===== src/pcq_pkg.sv =====
package pcq_pkg;

    // Register indices; each register is one word, so byte address is four times the index
    localparam logic [7:0] PCQ_IDX_COMPB = 8'h14;
    localparam logic [7:0] PCQ_IDX_AQA = 8'h16;
    localparam logic [7:0] PCQ_IDX_CTL = 8'h20;
    localparam logic [7:0] PCQ_IDX_COMPA = 8'h21;
    localparam logic [7:0] PCQ_IDX_AQB = 8'h22;
    localparam logic [9:0] PCQ_ADDR_COMPB = {PCQ_IDX_COMPB, 2'b00};
    localparam logic [9:0] PCQ_ADDR_AQA = {PCQ_IDX_AQA, 2'b00};
    localparam logic [9:0] PCQ_ADDR_CTL = {PCQ_IDX_CTL, 2'b00};
    localparam logic [9:0] PCQ_ADDR_COMPA = {PCQ_IDX_COMPA, 2'b00};
    localparam logic [9:0] PCQ_ADDR_AQB = {PCQ_IDX_AQB, 2'b00};

    // Reset values
    localparam logic [15:0] PCQ_COMPB_RESET = 16'h0000;
    localparam logic [15:0] PCQ_COMPA_RESET = 16'h0000;
    localparam logic [11:0] PCQ_AQ_RESET = 12'h000;
    localparam logic PCQ_DIRECT_RESET = 1'b0;
    localparam logic [1:0] PCQ_LOAD_RESET = 2'h0;
    localparam logic PCQ_OUT_RESET = 1'b0;

    // Control register field positions
    localparam int PCQ_CTL_LOAD_LSB = 0;
    localparam int PCQ_CTL_DIRECT_BIT = 4;
    localparam int PCQ_CTL_FULL_BIT = 8;

    // Action field positions inside the action register
    localparam int PCQ_ZERO_LSB = 0;
    localparam int PCQ_PERIOD_LSB = 2;
    localparam int PCQ_COMPA_UP_LSB = 4;
    localparam int PCQ_COMPA_DOWN_LSB = 6;
    localparam int PCQ_COMPB_UP_LSB = 8;
    localparam int PCQ_COMPB_DOWN_LSB = 10;
    localparam int PCQ_AQ_WIDTH = 12;

    typedef enum logic [1:0] {
        PCQ_ACT_NONE = 2'h0,
        PCQ_ACT_CLEAR = 2'h1,
        PCQ_ACT_SET = 2'h2,
        PCQ_ACT_TOGGLE = 2'h3
    } pcq_action_t;

    typedef enum logic [1:0] {
        PCQ_LOAD_ZERO = 2'h0,
        PCQ_LOAD_PERIOD = 2'h1,
        PCQ_LOAD_EITHER = 2'h2,
        PCQ_LOAD_FREEZE = 2'h3
    } pcq_load_t;

    // Time-base inputs from the counter
    typedef struct packed {
        logic [15:0] count;
        logic count_up;
        logic at_zero;
        logic at_period;
    } pcq_timebase_t;

endpackage : pcq_pkg


===== src/pcq_top.sv =====
// Register access over APB was decided locally.
`timescale 1ns/1ps

// What this block does
// Compare active compare-B with count continuously
// Feed compare-B match to action qualifier
// Shadowing enabled after reset
// Shadow mode: accesses hit shadow copy
// Shadow loads active on selected event
// Shadow-full flag readable by software
// Direct mode: accesses hit active value
// Shadow and active share one address
// Compare events steer outputs A and B
// Code 0 leaves output unchanged
// Code 1 clears, code 2 sets
// Code 3 toggles output
// Bits 11-10: compare-B match counting down
// Bits 9-8: compare-B match counting up
// Bits 7-6: compare-A match counting down
// Bits 5-4: compare-A match counting up
// Bits 3-2: count equals period
// Period match counts as down direction
// Bits 1-0 at zero, direction up
// Load select: zero, period, either, freeze
// Full set on write, cleared on load
// Upper four action bits read zero
module pcq_top
    import pcq_pkg::*;
#(
    parameter int ADDR_WIDTH = 12
) (
    // Clock and reset
    input wire logic clk,
    input wire logic reset,
    // APB slave
    input wire logic psel,
    input wire logic penable,
    input wire logic pwrite,
    input wire logic [ADDR_WIDTH-1:0] paddr,
    input wire logic [31:0] pwdata,
    input wire logic [3:0] pstrb,
    output logic [31:0] prdata,
    output logic pready,
    output logic pslverr,
    // Time-base counter
    input wire pcq_timebase_t timebase,
    // PWM outputs
    output logic pwm_output_a,
    output logic pwm_output_b
);

    // The decoder needs bits 9-0 for the register map
    if (ADDR_WIDTH < 10) begin : g_bad_addr_width
        $error("pcq_top: ADDR_WIDTH must be at least 10");
    end

    // Action stages in the qualifier, in the order they apply
    localparam int NUM_STAGES = 6;

    // Compare registers
    logic [15:0] compb_active_reg;
    logic [15:0] compb_shadow_reg;
    logic [15:0] compa_active_reg;
    logic compb_full_reg;

    // Control registers
    logic direct_reg;
    pcq_load_t load_sel_reg;

    // Action registers
    logic [PCQ_AQ_WIDTH-1:0] aqa_reg;
    logic [PCQ_AQ_WIDTH-1:0] aqb_reg;

    // Output registers
    logic out_a_reg;
    logic out_b_reg;

    // Bus answer registers
    logic [31:0] prdata_reg;
    logic pready_reg;
    logic pslverr_reg;

    // Action picked from a 2-bit field of an action register
    function automatic logic apply_action(input logic cur, input logic [1:0] code);
        case (pcq_action_t'(code))
            PCQ_ACT_NONE: begin
                apply_action = cur;
            end
            PCQ_ACT_CLEAR: begin
                apply_action = 1'b0;
            end
            PCQ_ACT_SET: begin
                apply_action = 1'b1;
            end
            PCQ_ACT_TOGGLE: begin
                apply_action = ~cur;
            end
            default: begin
                apply_action = cur;
            end
        endcase
    endfunction : apply_action

    // Field select used for both outputs
    function automatic logic [1:0] field(input logic [PCQ_AQ_WIDTH-1:0] r, input int lsb);
        field = r[lsb +: 2];
    endfunction : field

    // Field position of each qualifier stage
    function automatic int stage_lsb(input int stage);
        case (stage)
            0: begin
                stage_lsb = PCQ_ZERO_LSB;
            end
            1: begin
                stage_lsb = PCQ_PERIOD_LSB;
            end
            2: begin
                stage_lsb = PCQ_COMPA_UP_LSB;
            end
            3: begin
                stage_lsb = PCQ_COMPA_DOWN_LSB;
            end
            4: begin
                stage_lsb = PCQ_COMPB_UP_LSB;
            end
            5: begin
                stage_lsb = PCQ_COMPB_DOWN_LSB;
            end
            default: begin
                stage_lsb = PCQ_ZERO_LSB;
            end
        endcase
    endfunction : stage_lsb

    // Byte-lane merge for 16-bit registers
    function automatic logic [15:0] merge16(input logic [15:0] old, input logic [31:0] d,
                                            input logic lo, input logic hi);
        logic [7:0] low_byte;
        logic [7:0] high_byte;
        low_byte = lo ? d[7:0] : old[7:0];
        high_byte = hi ? d[15:8] : old[15:8];
        merge16 = {high_byte, low_byte};
    endfunction : merge16

    // Register hit, used once per register by the decoder
    function automatic logic hit(input logic [9:0] a, input logic [9:0] reg_addr,
                                 input logic in_range);
        hit = in_range && (a == reg_addr);
    endfunction : hit

    // Time-base fields
    wire logic [15:0] tb_count = timebase.count;
    wire logic tb_up = timebase.count_up;
    wire logic tb_zero = timebase.at_zero;
    wire logic tb_period = timebase.at_period;

    // Compare events
    wire logic compb_match = (tb_count == compb_active_reg);
    wire logic compa_match = (tb_count == compa_active_reg);

    // Zero and period override the counter's direction flag
    wire logic dir_up = tb_zero ? 1'b1 :
                        tb_period ? 1'b0 :
                        tb_up;

    // Qualifying event of each stage, stage 0 in the lowest bit
    wire logic [NUM_STAGES-1:0] stage_event = {
        compb_match && !dir_up,
        compb_match && dir_up,
        compa_match && !dir_up,
        compa_match && dir_up,
        tb_period,
        tb_zero
    };

    // Action chains: later stages override earlier ones and compare-B comes last,
    // so its match wins when several events meet in one cycle; toggles compose.
    wire logic [NUM_STAGES:0] chain_a;
    wire logic [NUM_STAGES:0] chain_b;
    assign chain_a[0] = out_a_reg;
    assign chain_b[0] = out_b_reg;

    for (genvar s = 0; s < NUM_STAGES; s++) begin : g_stage
        wire logic [1:0] code_a = field(aqa_reg, stage_lsb(s));
        wire logic [1:0] code_b = field(aqb_reg, stage_lsb(s));
        wire logic step_a = apply_action(chain_a[s], code_a);
        wire logic step_b = apply_action(chain_b[s], code_b);
        assign chain_a[s + 1] = stage_event[s] ? step_a : chain_a[s];
        // Output B sees the same events through its own register
        assign chain_b[s + 1] = stage_event[s] ? step_b : chain_b[s];
    end

    wire logic out_a_next = chain_a[NUM_STAGES];
    wire logic out_b_next = chain_b[NUM_STAGES];

    // Shadow load event; freeze selects none of the three
    wire logic load_on_zero = (load_sel_reg == PCQ_LOAD_ZERO) && tb_zero;
    wire logic load_on_period = (load_sel_reg == PCQ_LOAD_PERIOD) && tb_period;
    wire logic load_on_either = (load_sel_reg == PCQ_LOAD_EITHER) && (tb_zero || tb_period);
    wire logic load_event = load_on_zero || load_on_period || load_on_either;
    wire logic shadow_load = !direct_reg && load_event;

    // APB decode: bits above 9 must be zero to hit a register
    wire logic [9:0] word_addr = paddr[9:0];
    wire logic upper_zero = ((paddr >> 10) == '0);
    wire logic sel_compb = hit(word_addr, PCQ_ADDR_COMPB, upper_zero);
    wire logic sel_aqa = hit(word_addr, PCQ_ADDR_AQA, upper_zero);
    wire logic sel_ctl = hit(word_addr, PCQ_ADDR_CTL, upper_zero);
    wire logic sel_compa = hit(word_addr, PCQ_ADDR_COMPA, upper_zero);
    wire logic sel_aqb = hit(word_addr, PCQ_ADDR_AQB, upper_zero);
    wire logic mapped = sel_compb || sel_aqa || sel_ctl || sel_compa || sel_aqb;

    // One wait cycle: the access is taken once, pready then blocks a second take
    wire logic access = psel && penable && !pready_reg;
    wire logic wr = access && pwrite && mapped;
    wire logic wr_lo = pstrb[0];
    wire logic wr_hi = pstrb[1];
    wire logic any_lane = wr_lo || wr_hi;

    // Compare-B address reaches the shadow or the active copy
    wire logic [15:0] compb_view = direct_reg ? compb_active_reg : compb_shadow_reg;

    // Merged write data
    wire logic [15:0] compb_wdata = merge16(compb_view, pwdata, wr_lo, wr_hi);
    wire logic [15:0] compa_wdata = merge16(compa_active_reg, pwdata, wr_lo, wr_hi);
    wire logic [15:0] aqa_wdata = merge16({4'h0, aqa_reg}, pwdata, wr_lo, wr_hi);
    wire logic [15:0] aqb_wdata = merge16({4'h0, aqb_reg}, pwdata, wr_lo, wr_hi);

    // Write enables
    wire logic wr_compb = wr && sel_compb && any_lane;
    wire logic wr_shadow = wr_compb && !direct_reg;
    wire logic wr_active = wr_compb && direct_reg;
    wire logic wr_compa = wr && sel_compa && any_lane;
    wire logic wr_ctl = wr && sel_ctl && wr_lo;
    wire logic wr_aqa = wr && sel_aqa;
    wire logic wr_aqb = wr && sel_aqb;

    // Control register as software sees it; the full flag is read-only
    logic [31:0] ctl_view;
    always_comb begin
        ctl_view = 32'h0;
        ctl_view[PCQ_CTL_LOAD_LSB +: 2] = load_sel_reg;
        ctl_view[PCQ_CTL_DIRECT_BIT] = direct_reg;
        ctl_view[PCQ_CTL_FULL_BIT] = compb_full_reg;
    end

    // Read mux; unmapped addresses read zero
    logic [31:0] rd_value;
    always_comb begin
        rd_value = 32'h0;
        if (sel_compb) begin
            rd_value[15:0] = compb_view;
        end else if (sel_aqa) begin
            rd_value[PCQ_AQ_WIDTH-1:0] = aqa_reg;
        end else if (sel_aqb) begin
            rd_value[PCQ_AQ_WIDTH-1:0] = aqb_reg;
        end else if (sel_compa) begin
            rd_value[15:0] = compa_active_reg;
        end else if (sel_ctl) begin
            rd_value = ctl_view;
        end
    end

    // Active compare-B: a direct write beats a shadow load in the same cycle
    always_ff @(posedge clk) begin
        if (reset) begin
            compb_active_reg <= PCQ_COMPB_RESET;
        end else if (wr_active) begin
            compb_active_reg <= compb_wdata;
        end else if (shadow_load) begin
            compb_active_reg <= compb_shadow_reg;
        end
    end

    // Shadow compare-B; a write in the load cycle reaches the next load
    always_ff @(posedge clk) begin
        if (reset) begin
            compb_shadow_reg <= PCQ_COMPB_RESET;
        end else if (wr_shadow) begin
            compb_shadow_reg <= compb_wdata;
        end
    end

    // Active compare-A, written directly
    always_ff @(posedge clk) begin
        if (reset) begin
            compa_active_reg <= PCQ_COMPA_RESET;
        end else if (wr_compa) begin
            compa_active_reg <= compa_wdata;
        end
    end

    // Full flag: a write in the load cycle leaves it set
    always_ff @(posedge clk) begin
        if (reset) begin
            compb_full_reg <= 1'b0;
        end else if (wr_shadow) begin
            compb_full_reg <= 1'b1;
        end else if (shadow_load) begin
            compb_full_reg <= 1'b0;
        end
    end

    // Direct-write select
    always_ff @(posedge clk) begin
        if (reset) begin
            direct_reg <= PCQ_DIRECT_RESET;
        end else if (wr_ctl) begin
            direct_reg <= pwdata[PCQ_CTL_DIRECT_BIT];
        end
    end

    // Load-event select
    always_ff @(posedge clk) begin
        if (reset) begin
            load_sel_reg <= pcq_load_t'(PCQ_LOAD_RESET);
        end else if (wr_ctl) begin
            load_sel_reg <= pcq_load_t'(pwdata[PCQ_CTL_LOAD_LSB +: 2]);
        end
    end

    // Output-A actions; the upper four bits are not stored
    always_ff @(posedge clk) begin
        if (reset) begin
            aqa_reg <= PCQ_AQ_RESET;
        end else if (wr_aqa) begin
            aqa_reg <= aqa_wdata[PCQ_AQ_WIDTH-1:0];
        end
    end

    // Output-B actions
    always_ff @(posedge clk) begin
        if (reset) begin
            aqb_reg <= PCQ_AQ_RESET;
        end else if (wr_aqb) begin
            aqb_reg <= aqb_wdata[PCQ_AQ_WIDTH-1:0];
        end
    end

    // Output A
    always_ff @(posedge clk) begin
        if (reset) begin
            out_a_reg <= PCQ_OUT_RESET;
        end else begin
            out_a_reg <= out_a_next;
        end
    end

    // Output B
    always_ff @(posedge clk) begin
        if (reset) begin
            out_b_reg <= PCQ_OUT_RESET;
        end else begin
            out_b_reg <= out_b_next;
        end
    end

    // APB answer one cycle into the access phase
    always_ff @(posedge clk) begin
        if (reset) begin
            pready_reg <= 1'b0;
        end else begin
            pready_reg <= access;
        end
    end

    // Error with the answer for an unmapped address
    always_ff @(posedge clk) begin
        if (reset) begin
            pslverr_reg <= 1'b0;
        end else begin
            pslverr_reg <= access && !mapped;
        end
    end

    // Read data stands only in the answer cycle, zero otherwise
    always_ff @(posedge clk) begin
        if (reset) begin
            prdata_reg <= 32'h0;
        end else if (access && !pwrite) begin
            prdata_reg <= rd_value;
        end else begin
            prdata_reg <= 32'h0;
        end
    end

    assign pwm_output_a = out_a_reg;
    assign pwm_output_b = out_b_reg;
    assign prdata = prdata_reg;
    assign pready = pready_reg;
    assign pslverr = pslverr_reg;

endmodule : pcq_top


===== config.mk =====
export PLATFORM = sky130hd
export DESIGN_NAME = pcq_top
export DESIGN_NICKNAME = d
export VERILOG_FILES = /design/src/pcq_pkg.sv /design/src/pcq_top.sv
export SDC_FILE = /design/constraint.sdc
export NUM_CORES = 1
export LEC_CHECK = 0
export BUFFER_PORTS_ARGS = -buffer_cell sky130_fd_sc_hd__buf_2
export CAP_MARGIN = 20
export CORE_ASPECT_RATIO = 2
export CORE_UTILIZATION = 59
export CTS_CLUSTER_DIAMETER = 50
export DETAILED_ROUTE_END_ITERATION = 8
export HOLD_SLACK_MARGIN = 0.12
export PLACE_DENSITY = 0.86
export SETUP_SLACK_MARGIN = 0.2
export SYNTH_ARGS = -nofsm -noshare
export SYNTH_HDL_FRONTEND = slang
export SYNTH_SLANG_ARGS = --single-unit

===== constraint.sdc =====
create_clock -name clk -period 2.87 [get_ports clk]
set_input_delay 0 -clock clk [delete_from_list [all_inputs] [get_ports clk]]
set_output_delay 0 -clock clk [all_outputs]
set_load 0.05 [all_outputs]

# --- Yosys cells after proc, flatten, opt, wreduce, memory -nomap -nowiden ---
# Cells that the tools add are included.
totals:
  wordCells: 181
  reg_bits: 112
classes:
  bitwise: 13
  reduce_logical: 66
  n_eq_ne: 45
  muxes: 40
ops:
  columns: ["cell", "n"]
  rows:
  - ["16-bit 2-to-1 mux", 5]
  - ["2-bit equality test (second input constant)", 25]
  - ["1-bit case mux with 4 select lines", 12]
  - ["16-bit equality test", 2]
  - ["10-bit by 8-bit equality test with 1-bit output (second input constant)", 3]
  - ["1-bit logical AND", 29]
  - ["2-bit by 1-bit equality test with 1-bit output (second input constant)", 13]
  - ["2-bit logical NOT", 13]
  - ["12-bit 2-to-1 mux", 2]
  - ["10-bit by 7-bit equality test with 1-bit output (second input constant)", 2]
  - ["1-bit 2-to-1 mux", 16]
  - ["8-bit 2-to-1 mux", 2]
  - ["1-bit inverter", 13]
  - ["12-bit logical NOT", 1]
  - ["2-bit AND reduction", 6]
  - ["9-bit 2-to-1 mux", 1]
  - ["1-bit logical OR", 8]
  - ["4-bit 2-to-1 mux", 2]
  - ["6-bit OR reduction", 1]
  - ["1-bit logical NOT", 5]
  - ["2-bit nonzero test", 2]
  - ["2-bit OR reduction", 1]

# --- Depth between registers and ports, before layout ---
# Gate-level depths: netlist of run 1.
logic_depth:
  depth_word: 18
  mapped_depth: 9
  depth_no_buf: 6

# --- Worst setup path before layout of run 1 ---
# No wires, ideal clock.
synth_timing:
  path_kind: "register to register"
  from: "register pready_reg (netlist: pready)"
  to: "register load_sel_reg[0]"
  setup_ns: 0.128
  required_ns: 2.742
  path_slack_ns: 0.948
  period_less_slack_ns: 1.922
  path_buffers: 1
  stages_incl_launch_ff: 7
  t_arrival_ns: 1.795
  cell_sequence: "dfxtp_1 -> and4b_1 -> nand2_1 -> or4_1 -> clkbuf_1 -> a21oi_1 -> nor2_1"
synth_via:
  elab_chain_cells: 6
synth_lines:
  columns: ["item", "line_no", "source"]
  rows:
  - ["start: declaration", "pcq_top.sv:80", "logic pready_reg;"]
  - ["start signal: assignment", "pcq_top.sv:364", "pready_reg <= access;"]
  - ["1-bit logical NOT", "pcq_top.sv:215", "wire logic access = psel && penable && !pready_reg;"]
  - ["1-bit logical AND", "pcq_top.sv:215", null]
  - ["1-bit logical AND (2 in a row)", "pcq_top.sv:216", "wire logic wr = access && pwrite && mapped;"]
  - ["1-bit logical AND (2 in a row)", "pcq_top.sv:235", "wire logic wr_ctl = wr && sel_ctl && wr_lo;"]
  - ["end signal: assignment", "pcq_top.sv:317", "load_sel_reg <= pcq_load_t'(PCQ_LOAD_RESET);"]
  - ["end signal: assignment", "pcq_top.sv:319", "load_sel_reg <= pcq_load_t'(pwdata[PCQ_CTL_LOAD_LSB +: 2]);"]
  - ["end: declaration", "pcq_top.sv:68", "pcq_load_t load_sel_reg;"]
# No other way between the ends.
# A chain may end at the register's enable or synchronous reset.

# --- Worst setup path after layout of run 1 ---
layout_timing:
  from: "input paddr[2]"
  to: "register compa_active_reg[9]"
layout_via:
  elab_chain_cells: 10
  elab_cells_between_ends: 18
  cone_classes: "eq/ne (5); reduce/logical (13)"
layout_lines:
  columns: ["item", "line_no", "source"]
  rows:
  - ["start: declaration", "pcq_top.sv:39", "input wire logic [ADDR_WIDTH-1:0] paddr,"]
  - ["10-bit by 7-bit equality test with 1-bit output", "pcq_top.sv:149", "hit = in_range && (a == reg_addr);"]
  - ["1-bit logical AND", "pcq_top.sv:149", null]
  - ["1-bit logical OR (4 in a row)", "pcq_top.sv:212", "wire logic mapped = sel_compb || sel_aqa || sel_ctl || sel_compa || sel_aqb;"]
  - ["1-bit logical AND", "pcq_top.sv:216", null]
  - ["1-bit logical AND * (2 in a row)", "pcq_top.sv:234", "wire logic wr_compa = wr && sel_compa && any_lane;"]
  - ["2-bit AND reduction (no source line) *", null, null]
  - ["end signal: assignment", "pcq_top.sv:290", "compa_active_reg <= compa_wdata;"]
  - ["end: declaration", "pcq_top.sv:63", "logic [15:0] compa_active_reg;"]
# Every way passes the cells marked *; elsewhere a longest branch is shown, timed or not.

==> results of run 1 <==
-- power by group --
part | internal (mW) | switching, mW | leakage [nW]
registers | 1.33 | 0.00108 | 0.773
logic | 0.0811 | 0.179 | 1.36
clock network | 0.764 | 0.527 | 0.149
total | 2.18 | 0.707 | 2.28
-- routing by layer --
layer	vias to the layer above	part of all wire	global-route usage
met5	-	0	0
met4	0	0.075	0.281
met3	79	0.060	0.0562
met2	272	0.52	0.529
met1	2103	0.35	0.347
li1	2083	-	-
-- placed cells by master (no fill, tap or decap), types with 13 or more instances in the layout --
cell type,netlist,routed
conb_1,1,16
inv_1,13,13
mux2i_1,93,93
xor2_1,32,32
buf_2,6,73
dfxtp_1,96,96
a22oi_1,21,21
nand2_1,43,43
o21ai_0,15,15
dlygate4sd3_1,0,19
a21oi_1,35,35
nor2_1,107,107
-- stage by stage --
stage                     worst slack (ps)   util  power [mW]
final                                  711  0.709        2.89
after global routing                   629  0.709        2.96
after CTS                              774  0.709        2.88
after detailed placement               693  0.647        1.60
after global placement                 786  0.647        1.59
after floorplan                        948      -        1.53
-- repair_timing --
item | CTS | global route
hold buffers | 19 | 0
hold endpoints to repair | 51 | 0
resized for setup | 0 | 0
-- final timing paths --
| check | cells past startpoint | to | start | slack (ps) |
|---|---|---|---|---|
| worst max-delay path | 8 | compa_active_reg[9] | paddr[2] | 710 |
| worst min-delay path | 5 | pslverr | paddr[8] | 130 |
| worst max register to register | 6 | pwm_output_b | compa_active_reg[2] | 810 |
| worst min register to register | 2 | compb_active_reg[8] | compb_active_reg[8] | 490 |
-- worst max-delay path, delay by kind of cell --
family,cells,cell delay (ps)
buffers and inverters,3,980
multiplexers,1,280
AND/OR/NAND/NOR,4,1090
-- logic make-up after synthesis --
family,count (synthesis),share of synthesized area
simple gates,190,0.177
compound gates,87,0.110
other cells,1,0.000753
mux,101,0.205
xor+xnor,32,0.0563
buf+inv,63,0.0649
flops,96,0.386
-- area by class of cell --
type / instances / area share
Timing Repair Buffer: 101 / 0.107
Tap cell: 98 / 0.0210
Clock buffer: 9 / 0.0386
Inverter: 14 / 0.00901
Clock inverter: 6 / 0.0159
Sequential cell: 96 / 0.329
Multi-Input combinational cell: 426 / 0.479
==> out/results.ini, run 1 <==
[route]
first_pass_iters = 7
vias = 4537
avgRoutedWirePerCell_um = 18.3
antenna_left = 0
routed_wl_mm = 13.7
via_per_inst = 6.05
drt-initial-drc-count = 552
drc = 0

[synthesis]
synth_ff_type = dfxtp_1
avgSynthCellArea_um2 = 8.73
netlist_top_cells_area = dfxtp_1, mux2i_1, nor2_1
synth_most_common_cell = nor2_1
ys_top_cells_by_count = nor2_1, dfxtp_1, mux2i_1
ys_types = 48
seq_area_frac_synth = 0.386
synth-seq-cells = 96
syn_area_mm2 = 0.00498
synth_edf_count = 0
synth_top_area_cell = dfxtp_1
synth_warnings = 0
syn-instance-count = 570
postSynth.asyncResetShare = 0
synth.top_cell.area_share = 0.386

[timing]
period_minus_slack_ps = 2160
slew_violations = 0
finalHoldViolations = 0
fmax_mhz = 463
finalClockSkew_ps = 8.34
tightest_slew_ps = 1020
slew_headroom = 0.320
setup_viol = 0
fin_crit_sh = 0.752
tns_ps = 0
whs_ps = 126
rsz0062_at_grt = no

[clock_network]
clkTransAtPathRegs_ps = 70
clock_sinks = 96
cts_inserted_buffers = 9
root_buffer = clkbuf_16
insertion_delay_ps = 350
cts_tree = yes
post_cts_buffers = 0
h-tree-depth = 3
max-clock-path-buffers = 2

[cells_and_area]
antenna_cells = 0
n_fill_cell = 599
final_layout_size_suffix_gt1_frac = 0.181
stdcell_count = 750
ff_latch_area_mm2 = 0.00192
finish.net_count = 720
multi_input_area_mm2 = 0.00280
stdcell_area_mm2 = 0.00583
area_growth_pct = 17.2

[floorplanning]
core_area_mm2 = 0.00823
die_y_um = 132
io_pins = 108
die_w_um = 66.9
start_util = 0.605
row_count = 47
dieArea_mm2 = 0.00883

[setup_path]
crit_type = primary input to register
cp_slowest_cell = dlygate4sd3_1
crit_chain = dlygate4sd3_1 > buf_2 > nor2b_1 > buf_4 > nor2b_2 > and3_1 > mux2i_1 > nor2_1
cp-start-kind = primary input
crit_path_end_kind = register
cp_max_fo = 10
cp.required_ps = 3080
cp_data_arrival_time_ps = 2370
critical-path-max-stage-delay_ps = 510

[global_route]
grt_usage = 0.326
antenna_found_initial = 0
grt_pass1_wl_mm = 21.5
grt_start_max_net_pins = 79
grt-ovfl-total = 0
grt_pass1_vias = 4495

[power_and_ir_drop]
power_density_mw_per_mm2 = 495
ir_worst_vdd_v = 0.000489
p_leak_nw = 2.28

[run]
maxCapViolCount = 0

[placed_design]
place.gp.congestion = 0.923
place_area_mm2 = 0.00533
dp_hpwl_mm = 9.87
portBuffers = 73
place_inst = 716

[min_path]
hold_path_class = primary input to register

[outcome]
run_status = finished, final reports clean

Power figures use the tool's default switching activity.
==> run 2, diff against run 1 <==
Settings changed: ABC_AREA from default to 1, CORE_UTILIZATION 59 to 50, PLACE_DENSITY 0.86 to 0.76.
Clock period 2.87 ns to 1.75 ns, I/O delays scaled along.
==> run 2 against run 1 <==
The flow now finishes with violations (negative setup slack); clock skew is 2.1 ps lower; power is 62% higher; synthesized cell count is 44% higher; worst hold slack better by 23 ps; global-route usage is 4.3 points lower; cell count is 44% higher; sequential power is 64% higher; register-to-register slack worse by 870 ps; setup slack worse by 770 ps; sequential share of layout area is 7.0 points lower; area after synthesis is 8.7% higher; largest cell class unchanged.
==> out/results.ini, run 2 <==
[route]
via_per_inst = 5.57  ; was 6.05
dr_wl_met2_mm = 9.49  ; was 7.08 mm
routed_wl_mm = 18.2  ; was 13.7 mm
avgRoutedWirePerCell_um = 16.9  ; was 18.3 µm
drc = 0  ; unchanged
drt-initial-drc-count = 454  ; was 552
wl_met3_mm = 1.19  ; was 821 µm
antenna_left = 0  ; unchanged
drt-met1-wl_mm = 6.27  ; was 4.80 mm
vias = 6016  ; was 4,537
top_layer_used = met4  ; unchanged
first_pass_iters = 8  ; was 7

[timing]
rsz0062_at_grt = yes  ; was no
tightest_slew_ps = 674  ; was 1020 ps
fmax_mhz = 552
slew_violations = 0  ; unchanged
finalClockSkew_ps = 6.28  ; was 8.34 ps
setup_viol = 20  ; was 0
worst_slack_ps = -62.0  ; was 711 ps
finalHoldViolations = 0  ; unchanged
period_minus_slack_ps = 1810
fin_crit_sh = 1.04
slew_headroom = 0.551  ; was 0.320

[global_route]
grt_usage = 0.283  ; was 0.326
grt_pass1_vias = 5243  ; was 4,495
grt_start_max_net_pins = 43  ; was 79
grt_pass1_wl_mm = 23.9  ; was 21.5 mm
antenna_found_initial = 0  ; unchanged
grt-ovfl-total = 0  ; unchanged

[setup_path]
cp-start-kind = register  ; was primary input
crit_type = register to register  ; was primary input to register
r2r_slack_ps = -60  ; was 810 ps
reg2regPathDepth = 10  ; was 6
cp_data_arrival_time_ps = 2020  ; was 2370 ps
cp_max_fo = 16  ; was 10
cp.required_ps = 1960  ; was 3080 ps
r2r_start = pready  ; was compa_active_reg[2]
crit_path_end_kind = register  ; unchanged
r2r_end = compa_active_reg[5]  ; was pwm_output_b

[power_and_ir_drop]
p_leak_nw = 2.99  ; was 2.28 nW
power_mw = 4.68  ; was 2.89 mW
ir_worst_vdd_v = 0.000551  ; was 0.000489 V
power_density_mw_per_mm2 = 625  ; was 495 mW/mm²

[placed_design]
portBuffers = 73  ; unchanged
dp_hpwl_mm = 11.1  ; was 9.87 mm
place.gp.congestion = 0.866  ; was 0.923
place_area_mm2 = 0.00600  ; was 0.00533 mm²

[floorplanning]
core_area_mm2 = 0.0105  ; was 0.00823 mm²
io_pins = 108  ; unchanged
start_util = 0.513  ; was 0.605
dieArea_mm2 = 0.0113  ; was 0.00883 mm²
die_y_um = 149  ; was 132 µm
die_w_um = 75.5  ; was 66.9 µm
row_count = 53  ; was 47

[run]
maxCapViolCount = 0  ; unchanged

[synthesis]
postSynth.asyncResetShare = 0  ; unchanged
synth_warnings = 0  ; unchanged
synth_top_area_cell = dfxtp_1  ; unchanged
synth_most_common_cell = nand2_1  ; was nor2_1
ys_types = 36  ; was 48
synth.top_cell.area_share = 0.355  ; was 0.386
synth_ff_type = dfxtp_1  ; unchanged
ys_top_cells_by_count = nand2_1, inv_1, nor2_1  ; was nor2_1, dfxtp_1, mux2i_1
syn_area_mm2 = 0.00541  ; was 0.00498 mm²
synth_edf_count = 0  ; unchanged
seq_area_frac_synth = 0.355  ; was 0.386
netlist_top_cells_area = dfxtp_1, nand2_1, o21ai_0  ; was dfxtp_1, mux2i_1, nor2_1
syn-instance-count = 823  ; was 570
avgSynthCellArea_um2 = 6.57  ; was 8.73 µm²
synth-seq-cells = 96  ; unchanged

[min_path]
holdCritStartpoint = penable  ; was paddr[8]
hold_path_class = primary input to register  ; unchanged
hold_end = pslverr  ; unchanged
whs_path_depth = 7  ; was 5

[cells_and_area]
multi_input_area_mm2 = 0.00360  ; was 0.00280 mm²
final_util = 0.710  ; was 0.709
n_fill_cell = 831  ; was 599
final_cell_mix = nand2_1, inv_1, dfxtp_1  ; was nor2_1, dfxtp_1, mux2i_1
antenna_cells = 0  ; unchanged
ff_latch_area_mm2 = 0.00194  ; was 0.00192 mm²
stdcell_area_mm2 = 0.00748  ; was 0.00583 mm²
finish.net_count = 1010  ; was 720
final_common_cell = nand2_1  ; was nor2_1
area_growth_pct = 38.4  ; was 17.2%
final_layout_size_suffix_gt1_frac = 0.309  ; was 0.181

[clock_network]
cts_inserted_buffers = 9  ; unchanged
root_buffer = clkbuf_16  ; unchanged
insertion_delay_ps = 350  ; about the same
cts_tree = yes  ; unchanged
clock_sinks = 96  ; unchanged
max-clock-path-buffers = 2  ; unchanged
h-tree-depth = 3  ; unchanged
clkTransAtPathRegs_ps = 70  ; about the same

[outcome]
violations = negative setup slack
run_status = finished, violations left  ; was finished, final reports clean

==> run 2: metal layers <==
layer / global-route usage / vias to the layer above
met5: 0 / -
met1: 0.296 / 2752
met4: 0.146 / 0
met3: 0.0419 / 100
li1: - / 2856
met2: 0.519 / 308
==> run 2: worst max path at each step <==
| stage | cells after the start | from | to | slack [ps] |
|---|---|---|---|---|
| 2_1_floorplan | 9 | pready | compb_active_reg[3] | 200 |
| 3_3_place_gp | 13 | compb_active_reg[4] | pwm_output_a | 40 |
| 3_5_place_dp | 12 | paddr[1] | aqa_reg[10] | 10 |
| 4_1_cts | 13 | compa_active_reg[13] | pwm_output_a | 140 |
| 5_1_grt | 10 | pready | compa_active_reg[5] | -140 |
| 6_report | 10 | pready | compa_active_reg[5] | -60 |
==> run 2: kinds of logic after synthesis <==
group | after synthesis | share of synthesized area
and+or+nand+nor | 362 | 0.290
muxes | 1 | 0.00185
AOI/OAI and AO/OA | 196 | 0.207
DFF | 96 | 0.355
other | 1 | 0.000693
buffers and inverters | 157 | 0.128
xor gates and xnor gates | 10 | 0.0162
==> run 2: timing repair <==
item                                    CTS  global route
pin swaps                                13            94
resized for setup                        23           221
hold buffers                             20             0
endpoints found under the setup margin   60            78
gates cloned                              0             6
endpoints found under the hold margin    46             0
buffers inserted                          0             5
==> run 2: area by class of cell <==
| cell class | instances | share of cell area |
|---|---|---|
| multi-input cells | 587 | 0.482 |
| flip-flops and latches | 96 | 0.259 |
| repair buffers | 136 | 0.143 |
| inverters | 108 | 0.0548 |
| clock buffers | 11 | 0.0311 |
| well taps | 137 | 0.0229 |
| clock inverters | 5 | 0.00769 |
==> run 2: through the flow <==
stage / hold slack [ps] / cells / worst slack [ps] / setup TNS [ps]
2_1_floorplan: 135 / 838 / 203 / 0
3_3_place_gp: 199 / 1033 / 38.9 / 0
3_5_place_dp: 202 / 1033 / 13.0 / 0
4_1_cts: 125 / 1069 / 137 / 0
5_1_grt: 191 / 1080 / -144 / -3710
6_report: 149 / 1080 / -62.0 / -571
==> run 2: power breakdown <==
group / internal (mW) / switching (mW)
Clock: 1.11 / 0.880
Sequential: 2.18 / 0.000779
Combinational: 0.151 / 0.357
Total: 3.44 / 1.24
==> run 2: worst max-delay path, stage by stage (launching register included) <==
cell	delay, ps
dfxtp_2	320
nor2_2	90
inv_2	60
nor2_4	230
nand2_4	120
buf_6	140
nor2_4	150
buf_12	170
nand2_8	150
nor2_4	160
a211oi_2	50
